--- config.mk ---
export PLATFORM = sky130hd
export DESIGN_NAME = mcd_top
export DESIGN_NICKNAME = d
export VERILOG_FILES = /design/src/logic/mcd_pkg.sv /design/src/logic/mcd_top.sv
export SDC_FILE = /design/constraint.sdc
export NUM_CORES = 1
export LEC_CHECK = 0
export BUFFER_PORTS_ARGS = -buffer_cell sky130_fd_sc_hd__buf_2
export CAP_MARGIN = 20
export CORE_ASPECT_RATIO = 0.75
export CORE_MARGIN = 2
export CORE_UTILIZATION = 40
export DETAILED_ROUTE_END_ITERATION = 6
export PLACE_DENSITY_LB_ADDON = 0.15
export SETUP_SLACK_MARGIN = 0.15
export SLEW_MARGIN = 20
export SYNTH_ARGS = -nofsm -noshare
export SYNTH_HDL_FRONTEND = slang
export SYNTH_SLANG_ARGS = --single-unit
export TNS_END_PERCENT = 30
--- constraint.sdc ---
create_clock -name CORE_CLK -period 6.75 [get_ports CORE_CLK]
set_clock_uncertainty 0.1 [all_clocks]
set_input_delay 1.35 -clock CORE_CLK [delete_from_list [all_inputs] [get_ports CORE_CLK]]
set_output_delay 1.35 -clock CORE_CLK [all_outputs]
set_load 0.02 [all_outputs]
--- src/logic/mcd_pkg.sv ---
// package for the motion command decoder: message layout, apb map, codes
// assumes an apb master on the core clock and a position loop downstream
// Contract
// - byte 2 bit 7 with code zero homes
// - code one selects simple positioning
// - code two selects external positioning
// - byte 3 bit 0 picks absolute/incremental
// - incremental target is current plus value
// - only start bit rising edge starts motion; here a homing bit rising edge with code zero also starts homing
// - simple move uses feed speed settings
// - external edge drops to approach speed
// - then travel signed distance and stop
// - external reuses simple feed settings
// - homing moves and sets zero point
package mcd_pkg;
	// command message bit positions
	localparam int START_BIT    = 0;  // byte 0 bit 0
	localparam int SERVO_BIT    = 1;  // byte 0 bit 1
	localparam int CODE_LSB     = 8;  // byte 1 bits 0..3
	localparam int HOME_BIT     = 23; // byte 2 bit 7
	localparam int INC_BIT      = 24; // byte 3 bit 0
	localparam int TARGET_LSB   = 32; // bytes 4..7
	// command codes
	localparam logic [3:0] CODE_NOP  = 4'h0;
	localparam logic [3:0] CODE_POS  = 4'h1;
	localparam logic [3:0] CODE_EXT  = 4'h2;
	// apb byte offsets
	localparam logic [7:0] OFS_MSG_LO   = 8'h00;
	localparam logic [7:0] OFS_MSG_HI   = 8'h04;
	localparam logic [7:0] OFS_FEED     = 8'h08;
	localparam logic [7:0] OFS_APPR     = 8'h0c;
	localparam logic [7:0] OFS_DIST     = 8'h10;
	localparam logic [7:0] OFS_HMODE    = 8'h14;
	localparam logic [7:0] OFS_STATUS   = 8'h18;
	localparam logic [7:0] OFS_TARGET   = 8'h1c;
	// reset values
	localparam logic [31:0] RST_FEED    = 32'h00005dc0; // 24,000
	localparam logic [31:0] RST_APPR    = 32'h00005dc0; // 24,000
	localparam logic [31:0] RST_DIST    = 32'h00000000;
	localparam logic [1:0]  RST_HMODE   = 2'h0;
	// motion states
	typedef enum logic [2:0] {
		ST_IDLE = 3'b000,
		ST_POS  = 3'b001,
		ST_EXT  = 3'b010,
		ST_APPR = 3'b011,
		ST_HOME = 3'b100
	} mcd_state_e;
endpackage

--- src/logic/mcd_top.sv ---
// motion command decoder: apb slave holding the command message and
// parameters, decoding start edges into moves for the position loop
// assumes EXT_IN and IN_POS come from outside the clock domain
// assumes CUR_POS is produced on CORE_CLK by the position loop itself
// assumes the loop treats MOVE_GO and HOME_GO as one-cycle commands
// the host writes the message word by word; nothing here waits on it
// start and homing edges are acted on only in the idle state, so a
// second start while moving is dropped rather than queued
`timescale 1ns/100ps
module mcd_top (
	// clock and reset
	input  wire logic        CORE_CLK,
	input  wire logic        SYS_RST,
	// apb slave
	input  wire logic        PSEL,
	input  wire logic        PENABLE,
	input  wire logic        PWRITE,
	input  wire logic [7:0]  PADDR,
	input  wire logic [31:0] PWDATA,
	output logic [31:0]      PRDATA,
	output logic             PREADY,
	output logic             PSLVERR,
	// position loop side
	input  wire logic [31:0] CUR_POS,
	input  wire logic        IN_POS,
	input  wire logic        EXT_IN,
	output logic [31:0]      MOVE_TARGET,
	output logic [31:0]      MOVE_SPEED,
	output logic             MOVE_GO,
	output logic             HOME_GO,
	output logic [1:0]       HOME_MODE,
	output logic             SERVO_EN,
	output logic             BUSY
);
	logic [63:0] msg_reg;       // eight-byte command message
	logic [31:0] feed_reg;      // positioning_feed_speed
	logic [31:0] appr_reg;      // external_approach_speed
	logic [31:0] dist_reg;      // external_travel_distance
	logic [1:0]  hmode_reg;     // homing_mode_select
	logic        start_q_reg;   // previous start bit
	logic        home_q_reg;    // previous homing bit
	logic [1:0]  ext_sync_reg;  // external input synchroniser
	logic [1:0]  inpos_sync_reg;
	logic        ext_q_reg;     // synced ext input, last cycle
	logic [31:0] target_reg;
	logic [31:0] speed_reg;
	logic        go_reg;
	logic        hgo_reg;
	mcd_pkg::mcd_state_e state_reg; // motion sequencer state
	logic        acc;           // apb access phase
	logic        wr;
	logic        start_edge;
	logic        home_edge;
	logic        ext_chg;
	logic        in_pos_s;
	logic [3:0]  code;
	logic [31:0] msg_tgt;
	logic        addr_ok;

	// apb decode; always ready, unmapped gives slverr
	// zero wait states keep the host's message writes back to back;
	// the cost is that every read must be prepared in the setup cycle
	assign acc     = PSEL && PENABLE;
	assign wr      = acc && PWRITE;
	assign PREADY  = 1'b1;
	assign addr_ok = (PADDR <= mcd_pkg::OFS_TARGET) && (PADDR[1:0] == 2'h0);
	assign PSLVERR = acc && !addr_ok;

	// field extraction from the message
	// fields are read live; they only matter at the edge that latches
	// them, so a host may rewrite them freely while a move runs
	assign code    = msg_reg[mcd_pkg::CODE_LSB +: 4];
	assign msg_tgt = msg_reg[mcd_pkg::TARGET_LSB +: 32];
	assign start_edge = msg_reg[mcd_pkg::START_BIT] && !start_q_reg;
	assign home_edge  = msg_reg[mcd_pkg::HOME_BIT] && !home_q_reg;
	assign ext_chg    = ext_sync_reg[1] != ext_q_reg;
	assign in_pos_s   = inpos_sync_reg[1];

	// register writes; status and target are read-only
	// a write lands only in the access phase, never in setup
	always_ff @(posedge CORE_CLK) begin
		if (SYS_RST) begin
			msg_reg   <= 64'h0;
			feed_reg  <= mcd_pkg::RST_FEED;
			appr_reg  <= mcd_pkg::RST_APPR;
			dist_reg  <= mcd_pkg::RST_DIST;
			hmode_reg <= mcd_pkg::RST_HMODE;
		end else if (wr) begin
			if (PADDR == mcd_pkg::OFS_MSG_LO) begin
				msg_reg[31:0] <= PWDATA;
			end else if (PADDR == mcd_pkg::OFS_MSG_HI) begin
				msg_reg[63:32] <= PWDATA;
			end else if (PADDR == mcd_pkg::OFS_FEED) begin
				feed_reg <= PWDATA;
			end else if (PADDR == mcd_pkg::OFS_APPR) begin
				appr_reg <= PWDATA;
			end else if (PADDR == mcd_pkg::OFS_DIST) begin
				dist_reg <= PWDATA;
			end else if (PADDR == mcd_pkg::OFS_HMODE) begin
				hmode_reg <= PWDATA[1:0];
			end
		end
	end

	// read mux, registered so read data comes from flip-flops
	always_ff @(posedge CORE_CLK) begin
		if (SYS_RST) begin
			PRDATA <= 32'h0;
		end else if (PSEL && !PENABLE && !PWRITE) begin
			if (PADDR == mcd_pkg::OFS_MSG_LO) begin
				PRDATA <= msg_reg[31:0];
			end else if (PADDR == mcd_pkg::OFS_MSG_HI) begin
				PRDATA <= msg_reg[63:32];
			end else if (PADDR == mcd_pkg::OFS_FEED) begin
				PRDATA <= feed_reg;
			end else if (PADDR == mcd_pkg::OFS_APPR) begin
				PRDATA <= appr_reg;
			end else if (PADDR == mcd_pkg::OFS_DIST) begin
				PRDATA <= dist_reg;
			end else if (PADDR == mcd_pkg::OFS_HMODE) begin
				PRDATA <= {30'h0, hmode_reg};
			end else if (PADDR == mcd_pkg::OFS_STATUS) begin
				PRDATA <= {27'h0, in_pos_s, state_reg, BUSY};
			end else if (PADDR == mcd_pkg::OFS_TARGET) begin
				PRDATA <= target_reg;
			end else begin
				PRDATA <= 32'h0;
			end
		end
	end

	// synchronisers for pin inputs; first stage feeds only the second
	// the extra history stage turns the synced level into a change
	// detector, so either polarity of the external signal is accepted
	always_ff @(posedge CORE_CLK) begin
		if (SYS_RST) begin
			ext_sync_reg   <= 2'h0;
			inpos_sync_reg <= 2'h0;
			ext_q_reg      <= 1'b0;
		end else begin
			ext_sync_reg   <= {ext_sync_reg[0], EXT_IN};
			inpos_sync_reg <= {inpos_sync_reg[0], IN_POS};
			ext_q_reg      <= ext_sync_reg[1];
		end
	end

	// edge history of start and homing bits
	// both reset to zero, the idle level, so reset gives no false edge
	always_ff @(posedge CORE_CLK) begin
		if (SYS_RST) begin
			start_q_reg <= 1'b0;
			home_q_reg  <= 1'b0;
		end else begin
			start_q_reg <= msg_reg[mcd_pkg::START_BIT];
			home_q_reg  <= msg_reg[mcd_pkg::HOME_BIT];
		end
	end

	// motion sequencer; go strobes are one cycle wide
	// done is the synced in-position level, ignored in the go cycle only; it lags
	// the pin by two cycles, so a flag left from the previous move can end the new one
	always_ff @(posedge CORE_CLK) begin
		if (SYS_RST) begin
			state_reg  <= mcd_pkg::ST_IDLE;
			target_reg <= 32'h0;
			speed_reg  <= 32'h0;
			go_reg     <= 1'b0;
			hgo_reg    <= 1'b0;
		end else begin
			go_reg  <= 1'b0;
			hgo_reg <= 1'b0;
			if (!msg_reg[mcd_pkg::SERVO_BIT]) begin
				// servo off aborts and blocks motion
				state_reg <= mcd_pkg::ST_IDLE;
			end else begin
				case (state_reg)
				mcd_pkg::ST_IDLE: begin
					if (home_edge && code == mcd_pkg::CODE_NOP) begin
						state_reg <= mcd_pkg::ST_HOME;
						hgo_reg   <= 1'b1;
					end else if (start_edge &&
						(code == mcd_pkg::CODE_POS ||
						 code == mcd_pkg::CODE_EXT)) begin
						// latch fields at the edge only
						if (msg_reg[mcd_pkg::INC_BIT]) begin
							target_reg <= CUR_POS + msg_tgt;
						end else begin
							target_reg <= msg_tgt;
						end
						speed_reg <= feed_reg;
						go_reg    <= 1'b1;
						if (code == mcd_pkg::CODE_POS) begin
							state_reg <= mcd_pkg::ST_POS;
						end else begin
							state_reg <= mcd_pkg::ST_EXT;
						end
					end
				end
				mcd_pkg::ST_POS: begin
					if (in_pos_s && !go_reg) begin
						state_reg <= mcd_pkg::ST_IDLE;
					end
				end
				mcd_pkg::ST_EXT: begin
					if (ext_chg) begin
						// new goal from the change point
						target_reg <= CUR_POS + dist_reg;
						speed_reg  <= appr_reg;
						go_reg     <= 1'b1;
						state_reg  <= mcd_pkg::ST_APPR;
					end else if (in_pos_s && !go_reg) begin
						state_reg <= mcd_pkg::ST_IDLE;
					end
				end
				mcd_pkg::ST_APPR: begin
					if (in_pos_s && !go_reg) begin
						state_reg <= mcd_pkg::ST_IDLE;
					end
				end
				mcd_pkg::ST_HOME: begin
					if (in_pos_s && !hgo_reg) begin
						state_reg <= mcd_pkg::ST_IDLE;
					end
				end
				default: state_reg <= mcd_pkg::ST_IDLE;
				endcase
			end
		end
	end

	// outputs to the position loop
	// all of them come straight from flip-flops except BUSY
	assign MOVE_TARGET = target_reg;
	assign MOVE_SPEED  = speed_reg;
	assign MOVE_GO     = go_reg;
	assign HOME_GO     = hgo_reg;
	assign HOME_MODE   = hmode_reg;
	assign SERVO_EN    = msg_reg[mcd_pkg::SERVO_BIT];
	assign BUSY        = state_reg != mcd_pkg::ST_IDLE;

	// checks
	// each property is sampled on the core clock, quiet during reset
	go_needs_servo_a: assert property (@(posedge CORE_CLK) disable iff (SYS_RST)
		MOVE_GO |-> $past(msg_reg[mcd_pkg::SERVO_BIT]))
		else $error("move issued without servo enable");
	go_on_edge_a: assert property (@(posedge CORE_CLK) disable iff (SYS_RST)
		$rose(MOVE_GO) && $past(state_reg) == mcd_pkg::ST_IDLE
		|-> $past(start_edge))
		else $error("move without start edge");
	feed_used_a: assert property (@(posedge CORE_CLK) disable iff (SYS_RST)
		MOVE_GO && $past(state_reg) == mcd_pkg::ST_IDLE
		|-> MOVE_SPEED == $past(feed_reg))
		else $error("feed speed not used");
	appr_speed_a: assert property (@(posedge CORE_CLK) disable iff (SYS_RST)
		$past(state_reg) == mcd_pkg::ST_EXT && state_reg == mcd_pkg::ST_APPR
		|-> MOVE_SPEED == $past(appr_reg) && MOVE_GO)
		else $error("approach speed not applied");
	appr_dist_a: assert property (@(posedge CORE_CLK) disable iff (SYS_RST)
		$past(state_reg) == mcd_pkg::ST_EXT && state_reg == mcd_pkg::ST_APPR
		|-> MOVE_TARGET == $past(CUR_POS) + $past(dist_reg))
		else $error("travel distance wrong");
	inc_target_a: assert property (@(posedge CORE_CLK) disable iff (SYS_RST)
		$past(state_reg) == mcd_pkg::ST_IDLE && MOVE_GO
		&& $past(msg_reg[mcd_pkg::INC_BIT])
		|-> MOVE_TARGET == $past(CUR_POS) + $past(msg_tgt))
		else $error("incremental target wrong");
	abs_target_a: assert property (@(posedge CORE_CLK) disable iff (SYS_RST)
		$past(state_reg) == mcd_pkg::ST_IDLE && MOVE_GO
		&& !$past(msg_reg[mcd_pkg::INC_BIT])
		|-> MOVE_TARGET == $past(msg_tgt))
		else $error("absolute target wrong");
	home_code_a: assert property (@(posedge CORE_CLK) disable iff (SYS_RST)
		HOME_GO |-> $past(code) == mcd_pkg::CODE_NOP
		&& state_reg == mcd_pkg::ST_HOME)
		else $error("homing with nonzero code");
	pos_state_a: assert property (@(posedge CORE_CLK) disable iff (SYS_RST)
		state_reg == mcd_pkg::ST_POS && $past(state_reg) == mcd_pkg::ST_IDLE
		|-> $past(code) == mcd_pkg::CODE_POS)
		else $error("simple move without code one");
	ext_state_a: assert property (@(posedge CORE_CLK) disable iff (SYS_RST)
		state_reg == mcd_pkg::ST_EXT && $past(state_reg) == mcd_pkg::ST_IDLE
		|-> $past(code) == mcd_pkg::CODE_EXT)
		else $error("external move without code two");
	simple_c: cover property (@(posedge CORE_CLK) disable iff (SYS_RST)
		state_reg == mcd_pkg::ST_POS ##[1:50] state_reg == mcd_pkg::ST_IDLE);
	ext_c: cover property (@(posedge CORE_CLK) disable iff (SYS_RST)
		state_reg == mcd_pkg::ST_APPR);
	home_c: cover property (@(posedge CORE_CLK) disable iff (SYS_RST)
		HOME_GO);
	abort_c: cover property (@(posedge CORE_CLK) disable iff (SYS_RST)
		BUSY ##1 !SERVO_EN);

	// servo off forces the sequencer back to idle at the next edge
	servo_abort_a: assert property (@(posedge CORE_CLK) disable iff (SYS_RST)
		!SERVO_EN |=> !BUSY)
		else $error("servo off did not abort the move");
	// the target only changes together with a go strobe
	tgt_hold_a: assert property (@(posedge CORE_CLK) disable iff (SYS_RST)
		!MOVE_GO |-> $stable(MOVE_TARGET))
		else $error("target changed without a move");
	// the speed only changes together with a go strobe
	spd_hold_a: assert property (@(posedge CORE_CLK) disable iff (SYS_RST)
		!MOVE_GO |-> $stable(MOVE_SPEED))
		else $error("speed changed without a move");
	// a go while busy can only be the approach leg of an external move
	busy_go_a: assert property (@(posedge CORE_CLK) disable iff (SYS_RST)
		MOVE_GO && $past(BUSY) |-> $past(state_reg) == mcd_pkg::ST_EXT
		&& state_reg == mcd_pkg::ST_APPR)
		else $error("move issued while busy");
	// homing is only started from idle
	home_idle_a: assert property (@(posedge CORE_CLK) disable iff (SYS_RST)
		HOME_GO |-> $past(state_reg) == mcd_pkg::ST_IDLE)
		else $error("homing started while busy");
	// homing start is a single pulse
	home_once_a: assert property (@(posedge CORE_CLK) disable iff (SYS_RST)
		HOME_GO |=> !HOME_GO)
		else $error("homing pulse too long");
	// a homing edge with a motion code loaded is refused
	home_refuse_a: assert property (@(posedge CORE_CLK) disable iff (SYS_RST)
		home_edge && code != mcd_pkg::CODE_NOP |=> !HOME_GO)
		else $error("homing accepted with nonzero code");
	// a start edge with no motion code loaded starts nothing
	start_nop_a: assert property (@(posedge CORE_CLK) disable iff (SYS_RST)
		start_edge && code == mcd_pkg::CODE_NOP
		&& state_reg == mcd_pkg::ST_IDLE |=> !MOVE_GO)
		else $error("move started with no operation code");
endmodule

=== Word-level counts from Yosys, hierarchy flattened ===
Index checks and enable logic that the tools add are counted.

* Register bits after elaboration: 270
* Word-level logic and storage cells: 112

* Add/sub/neg operators: 2
* Mux-type cells: 29
* Reductions and logical operators: 37
* Order comparisons: 1
* Bitwise logic cells: 7
* Eq/ne operators: 19

{| class="wikitable"
|+ Operator list
! operator !! number
|-
| two-way mux 32 bit || 15
|-
| case mux 32 bit (2 select lines) || 2
|-
| adder 32 bit || 2
|-
| equality test 8 x 5 -> 1 bit, second input constant || 4
|-
| equality test 8 x 4 -> 1 bit, second input constant || 2
|-
| two-way mux 3 bit || 5
|-
| logical AND 1 bit || 12
|-
| case mux 3 bit (4 select lines) || 1
|-
| AND reduction 5 bit || 2
|-
| equality test 8 x 3 -> 1 bit, second input constant || 1
|-
| less-or-equal comparator 8 x 5 -> 1 bit, second input constant || 1
|-
| zero test 8 bit || 1
|-
| != test 2 bit, second input constant || 4
|-
| zero test 1 bit || 7
|-
| inverter 1 bit || 7
|-
| AND reduction 7 bit || 1
|-
| equality test 3 x 2 -> 1 bit, second input constant || 2
|-
| AND reduction 6 bit || 1
|-
| equality test 4 x 1 -> 1 bit, second input constant || 1
|-
| equality test 4 x 2 -> 1 bit, second input constant || 1
|-
| zero test 4 bit || 1
|-
| two-way mux 1 bit || 4
|-
| AND reduction 2 bit || 2
|-
| AND reduction 4 bit || 1
|-
| 14 further kinds || 15
|}

=== Longest topological paths before layout ===
* Depth after elaboration: 9
* Mapped depth: 12
* Depth with buffers taken out: 11

=== Least setup slack after synthesis ===
OpenSTA, ideal clock, no wires.

* Path type: in2reg
* Start point: input CUR_POS[0]
* End point: register target_reg[28] (netlist: MOVE_TARGET[28])
* Cell stages on the path: 11
* Setup time: 123 ps
* Slack: 2950 ps
* Path buffers: 0
* Data arrival time: 3577 ps
* Cell sequence: ha_1 > fa_1 > a21o_1 > a21oi_1 > o21ai_2 > and3_4 > o211ai_4 > a2111oi_4 > or3_1 > a21oi_1 > o41ai_2

* Word-level cells in the longest chain between the ends: 5
* Elaborated cells on any way between the ends: 7
* Those cells by class: add/sub: 2; mux: 5

{| class="wikitable"
|+ Ends and longest elaborated chain
! item !! RTL line !! RTL
|-
| from (decl) || mcd_top.sv:24 || <nowiki>input wire logic [31:0] CUR_POS,</nowiki>
|-
| adder 32 bit || mcd_top.sv:186 || <nowiki>target_reg <= CUR_POS + msg_tgt;</nowiki>
|-
| two-way mux 32 bit || mcd_top.sv:185 || <nowiki>if (msg_reg[mcd_pkg::INC_BIT]) begin</nowiki>
|-
| two-way mux 32 bit || mcd_top.sv:181 || <nowiki>end else if (start_edge &&</nowiki>
|-
| two-way mux 32 bit || mcd_top.sv:178 || <nowiki>if (home_edge && code == mcd_pkg::CODE_NOP) begin</nowiki>
|-
| case mux 32 bit (2 select lines) * || mcd_top.sv:176 || <nowiki>case (state_reg)</nowiki>
|-
| to (signal assigned) || mcd_top.sv:186 ||
|-
| to (signal assigned) || mcd_top.sv:188 || <nowiki>target_reg <= msg_tgt;</nowiki>
|-
| to (signal assigned) || mcd_top.sv:207 || <nowiki>target_reg <= CUR_POS + dist_reg;</nowiki>
|-
| to (decl) || mcd_top.sv:45 || <nowiki>logic [31:0] target_reg;</nowiki>
|}

Every way passes the cells marked *; elsewhere a longest branch is shown, timed or not. The select of a mux whose other input is x is not followed.
A chain may end at the register's enable or synchronous reset.

=== Final worst setup path ===
* Start point: input PADDR[7]
* End point: register appr_reg[27]

* Word-level cells in the longest chain between the ends: 3
* Elaborated cells on any way between the ends: 8
* Those cells by class: eq/ne: 3; bitwise: 3; reduce/logical: 2

{| class="wikitable"
|+ Ends and longest elaborated chain
! item !! RTL line !! RTL
|-
| from (decl) || mcd_top.sv:18 || <nowiki>input wire logic [7:0] PADDR,</nowiki>
|-
| equality test 8 x 4 -> 1 bit, or another cell as far along || mcd_top.sv:93 || <nowiki>end else if (PADDR == mcd_pkg::OFS_FEED) begin</nowiki>
|-
| inverter 1 bit (no source line) || n/a ||
|-
| AND reduction 5 bit (no source line) * || n/a ||
|-
| to (signal assigned) || mcd_top.sv:85 || <nowiki>appr_reg <= mcd_pkg::RST_APPR;</nowiki>
|-
| to (decl) || mcd_top.sv:37 || <nowiki>logic [31:0] appr_reg;</nowiki>
|}

Every way passes the cells marked *; elsewhere a longest branch is shown, timed or not.

==> reports/metrics.csv <==
metric;value;unit
TNS Setup;0;ns
cts hold-fix bufs;0;
Synth Flop Type;dfxtp_1;
Mapped Nets;2044;
Max clock buf depth;3;
antenna violations before repair;2;
arrival time at the worst endpoint;4.30;ns
most frequent cells in the layout;486 x nand2_1, 269 x dfxtp_1, 264 x a21oi_1;
Non-Filler Instances;2521;
Yosys cell types;87;
Period Utilization, post-route;0.581;
nets;2146;
Final Hold Vio Count;0;
Inserted Diodes;0;
Slew headroom;0.289;
Placeable Area;36200;µm²
WS Path Type;in -> reg;
DR DRC count;7;
post-synthesis async set-or-reset flop share;0;
Root Buffer;clkbuf_16;
PD cells;205;nW/µm²
routed vias/inst;5.84;
status;complete, but fails checks;
register bit count reported by yosys;270;
worst path required time;7.13;ns
largest net degree at the start of global routing;214;
Area Growth Syn to Fin;14.7;%
Initial Util;0.409;
Post-synth EDFFs;0;
routability-driven placement congestion ratio;0.938;
Crit. End Element;flip-flop;
share of post-route cells with drive strength above 1;0.156;
Pins Over Slew Limit;0;
Worst-Skew Late Latency;0.58;ns
Num CTS Buffers;28;
Lkg Pwr;6.46;nW
Ys Warns;0;
sequential fraction of the synthesis area;0.365;
post-CTS setup buffer count;0;
DR pass1 iterations;7;
total track usage;0.284;
RSZ-0062 raised after global routing;no;
DIE HEIGHT;171;µm
Buffers on Ports;181;
finished layout cell area;17000;µm²
Post-Route WL;56000;µm
first-pass GRT wire length;83800;µm
max FFs per register;64;
synthesized instance count;1901;
Tmin final;3.92;ns
Max Clk Rate;255;MHz
CP startpoint kind;input pin;
CTS H-tree lvls;1;
CTS tree;built;
DR iter-0 viols;1587;
Die Span X;226;µm
final setup violation count;0;
Syn Area/Cell;7.78;µm²
clock sink count;270;
Cell Rows;60;
Post-DP HPWL;39600;µm
Top-Level Pins;183;
Post-DP Area;16000;µm²
most common cell after layout, fill and taps aside;nand2_1;
Synth Cell Area;14800;µm²
Slew @ Worst Pin;1.07;ns
post-cts sizing count;0;
total grt overflow;0;
WL/cell;22.2;µm
crit path max fanout;32;
HP Class;reg -> reg;
overall power;0.00347;W
CTS clock-pin slew for the worst setup and hold paths;0.07;ns
Max-Cap Viols;0;
Antenna Nets Post-Route;0;
routed vias;14721;
vias in the first global route;13627;
Placed Cells;2469;
failing checks;design-rule violations;
worst ir drop on vdd;0.209;mV
Die ar.;38600;µm²
-- final cells by class --
class                      instances  area (µm²)
fill                            3604       19200
multi-input combinational       1482        8820
sequential                       270        5410
timing repair buffer             202        1080
clock buffer                      42         853
tap                              496         621
clock inverter                    10         123
inverter                          19        71.3
-- logic make-up (layout without fill, tap and decap cells) --
| group | after synthesis | count (layout) | share of synthesized area |
|---|---|---|---|
| AND/OR/NAND/NOR | 753 | 753 | 0.216 |
| other | 1 | 1 | 0.000253 |
| multiplexers | 23 | 23 | 0.0164 |
| AO/OA/AOI/OAI | 588 | 588 | 0.273 |
| flip-flops | 270 | 270 | 0.365 |
| XOR/XNOR | 53 | 53 | 0.0314 |
| buffers and inverters | 149 | 273 | 0.0419 |
| adder cells (fa/ha/maj) | 64 | 64 | 0.0551 |
-- Yosys cell counts (all sizes together), types with 14 or more instances --
library cell | number | share of area
a21oi | 268 | 0.092
nor3 | 36 | 0.014
a221o | 16 | 0.011
ha | 62 | 0.052
buf | 43 | 0.015
inv | 19 | 0.0048
a21o | 27 | 0.014
o211ai | 14 | 0.0084
clkbuf | 87 | 0.022
nand3 | 21 | 0.0071
dfxtp | 270 | 0.37
a222oi | 21 | 0.014
xor2 | 20 | 0.012
xnor2 | 33 | 0.020
nor2 | 128 | 0.034
a211oi | 41 | 0.022
nand3b | 19 | 0.0096
nand2 | 490 | 0.12
o21ai | 68 | 0.025
o221ai | 16 | 0.0099
mux2i | 16 | 0.011
a311oi | 38 | 0.023
-- worst max-delay path, stage by stage --
cell and delay [ns]:
buf_2 0.10, nor3_2 0.26, nand2b_1 0.34, or3_1 0.75, o21ai_4 0.34, nor2_2 0.11
nand2_2 0.71, nand2_1 0.13, a21oi_1 0.17
-- through the flow --
stage / util / setup slack [ns] / hold WS [ns]
global route: 0.469 / 2.68 / 0.357
floorplan: - / 2.95 / 0.314
CTS: 0.469 / 2.90 / 0.340
finish: 0.469 / 2.83 / 0.338
global placement: 0.442 / 2.41 / 0.329
detailed placement: 0.442 / 2.35 / 0.325
-- layer usage --
layer | vias to the layer above | part of all wire | track usage
met5 | - | 0.00054 | 0
met4 | 4 | 0.027 | 0.0798
met3 | 85 | 0.074 | 0.0476
met2 | 591 | 0.45 | 0.464
met1 | 7030 | 0.44 | 0.386
li1 | 7011 | - | -
-- report_power, final --
part           internal [W]  switching (W)
logic             0.0000693       0.000149
registers           0.00160     0.00000474
clock network      0.000953       0.000696
total               0.00262       0.000849
-- path summary, 6_finish.rpt --
kind | from | end | slack, ns | cells past startpoint
setup / recovery | PADDR[7] | appr_reg[27] | 2.83 | 9
hold reg to reg | inpos_sync_reg[0] | inpos_sync_reg[1] | 0.34 | 1
hold / removal | inpos_sync_reg[0] | inpos_sync_reg[1] | 0.34 | 1
setup reg to reg | msg_reg[33] | MOVE_TARGET[25] | 3.49 | 10
Power figures use the tool's default switching activity.
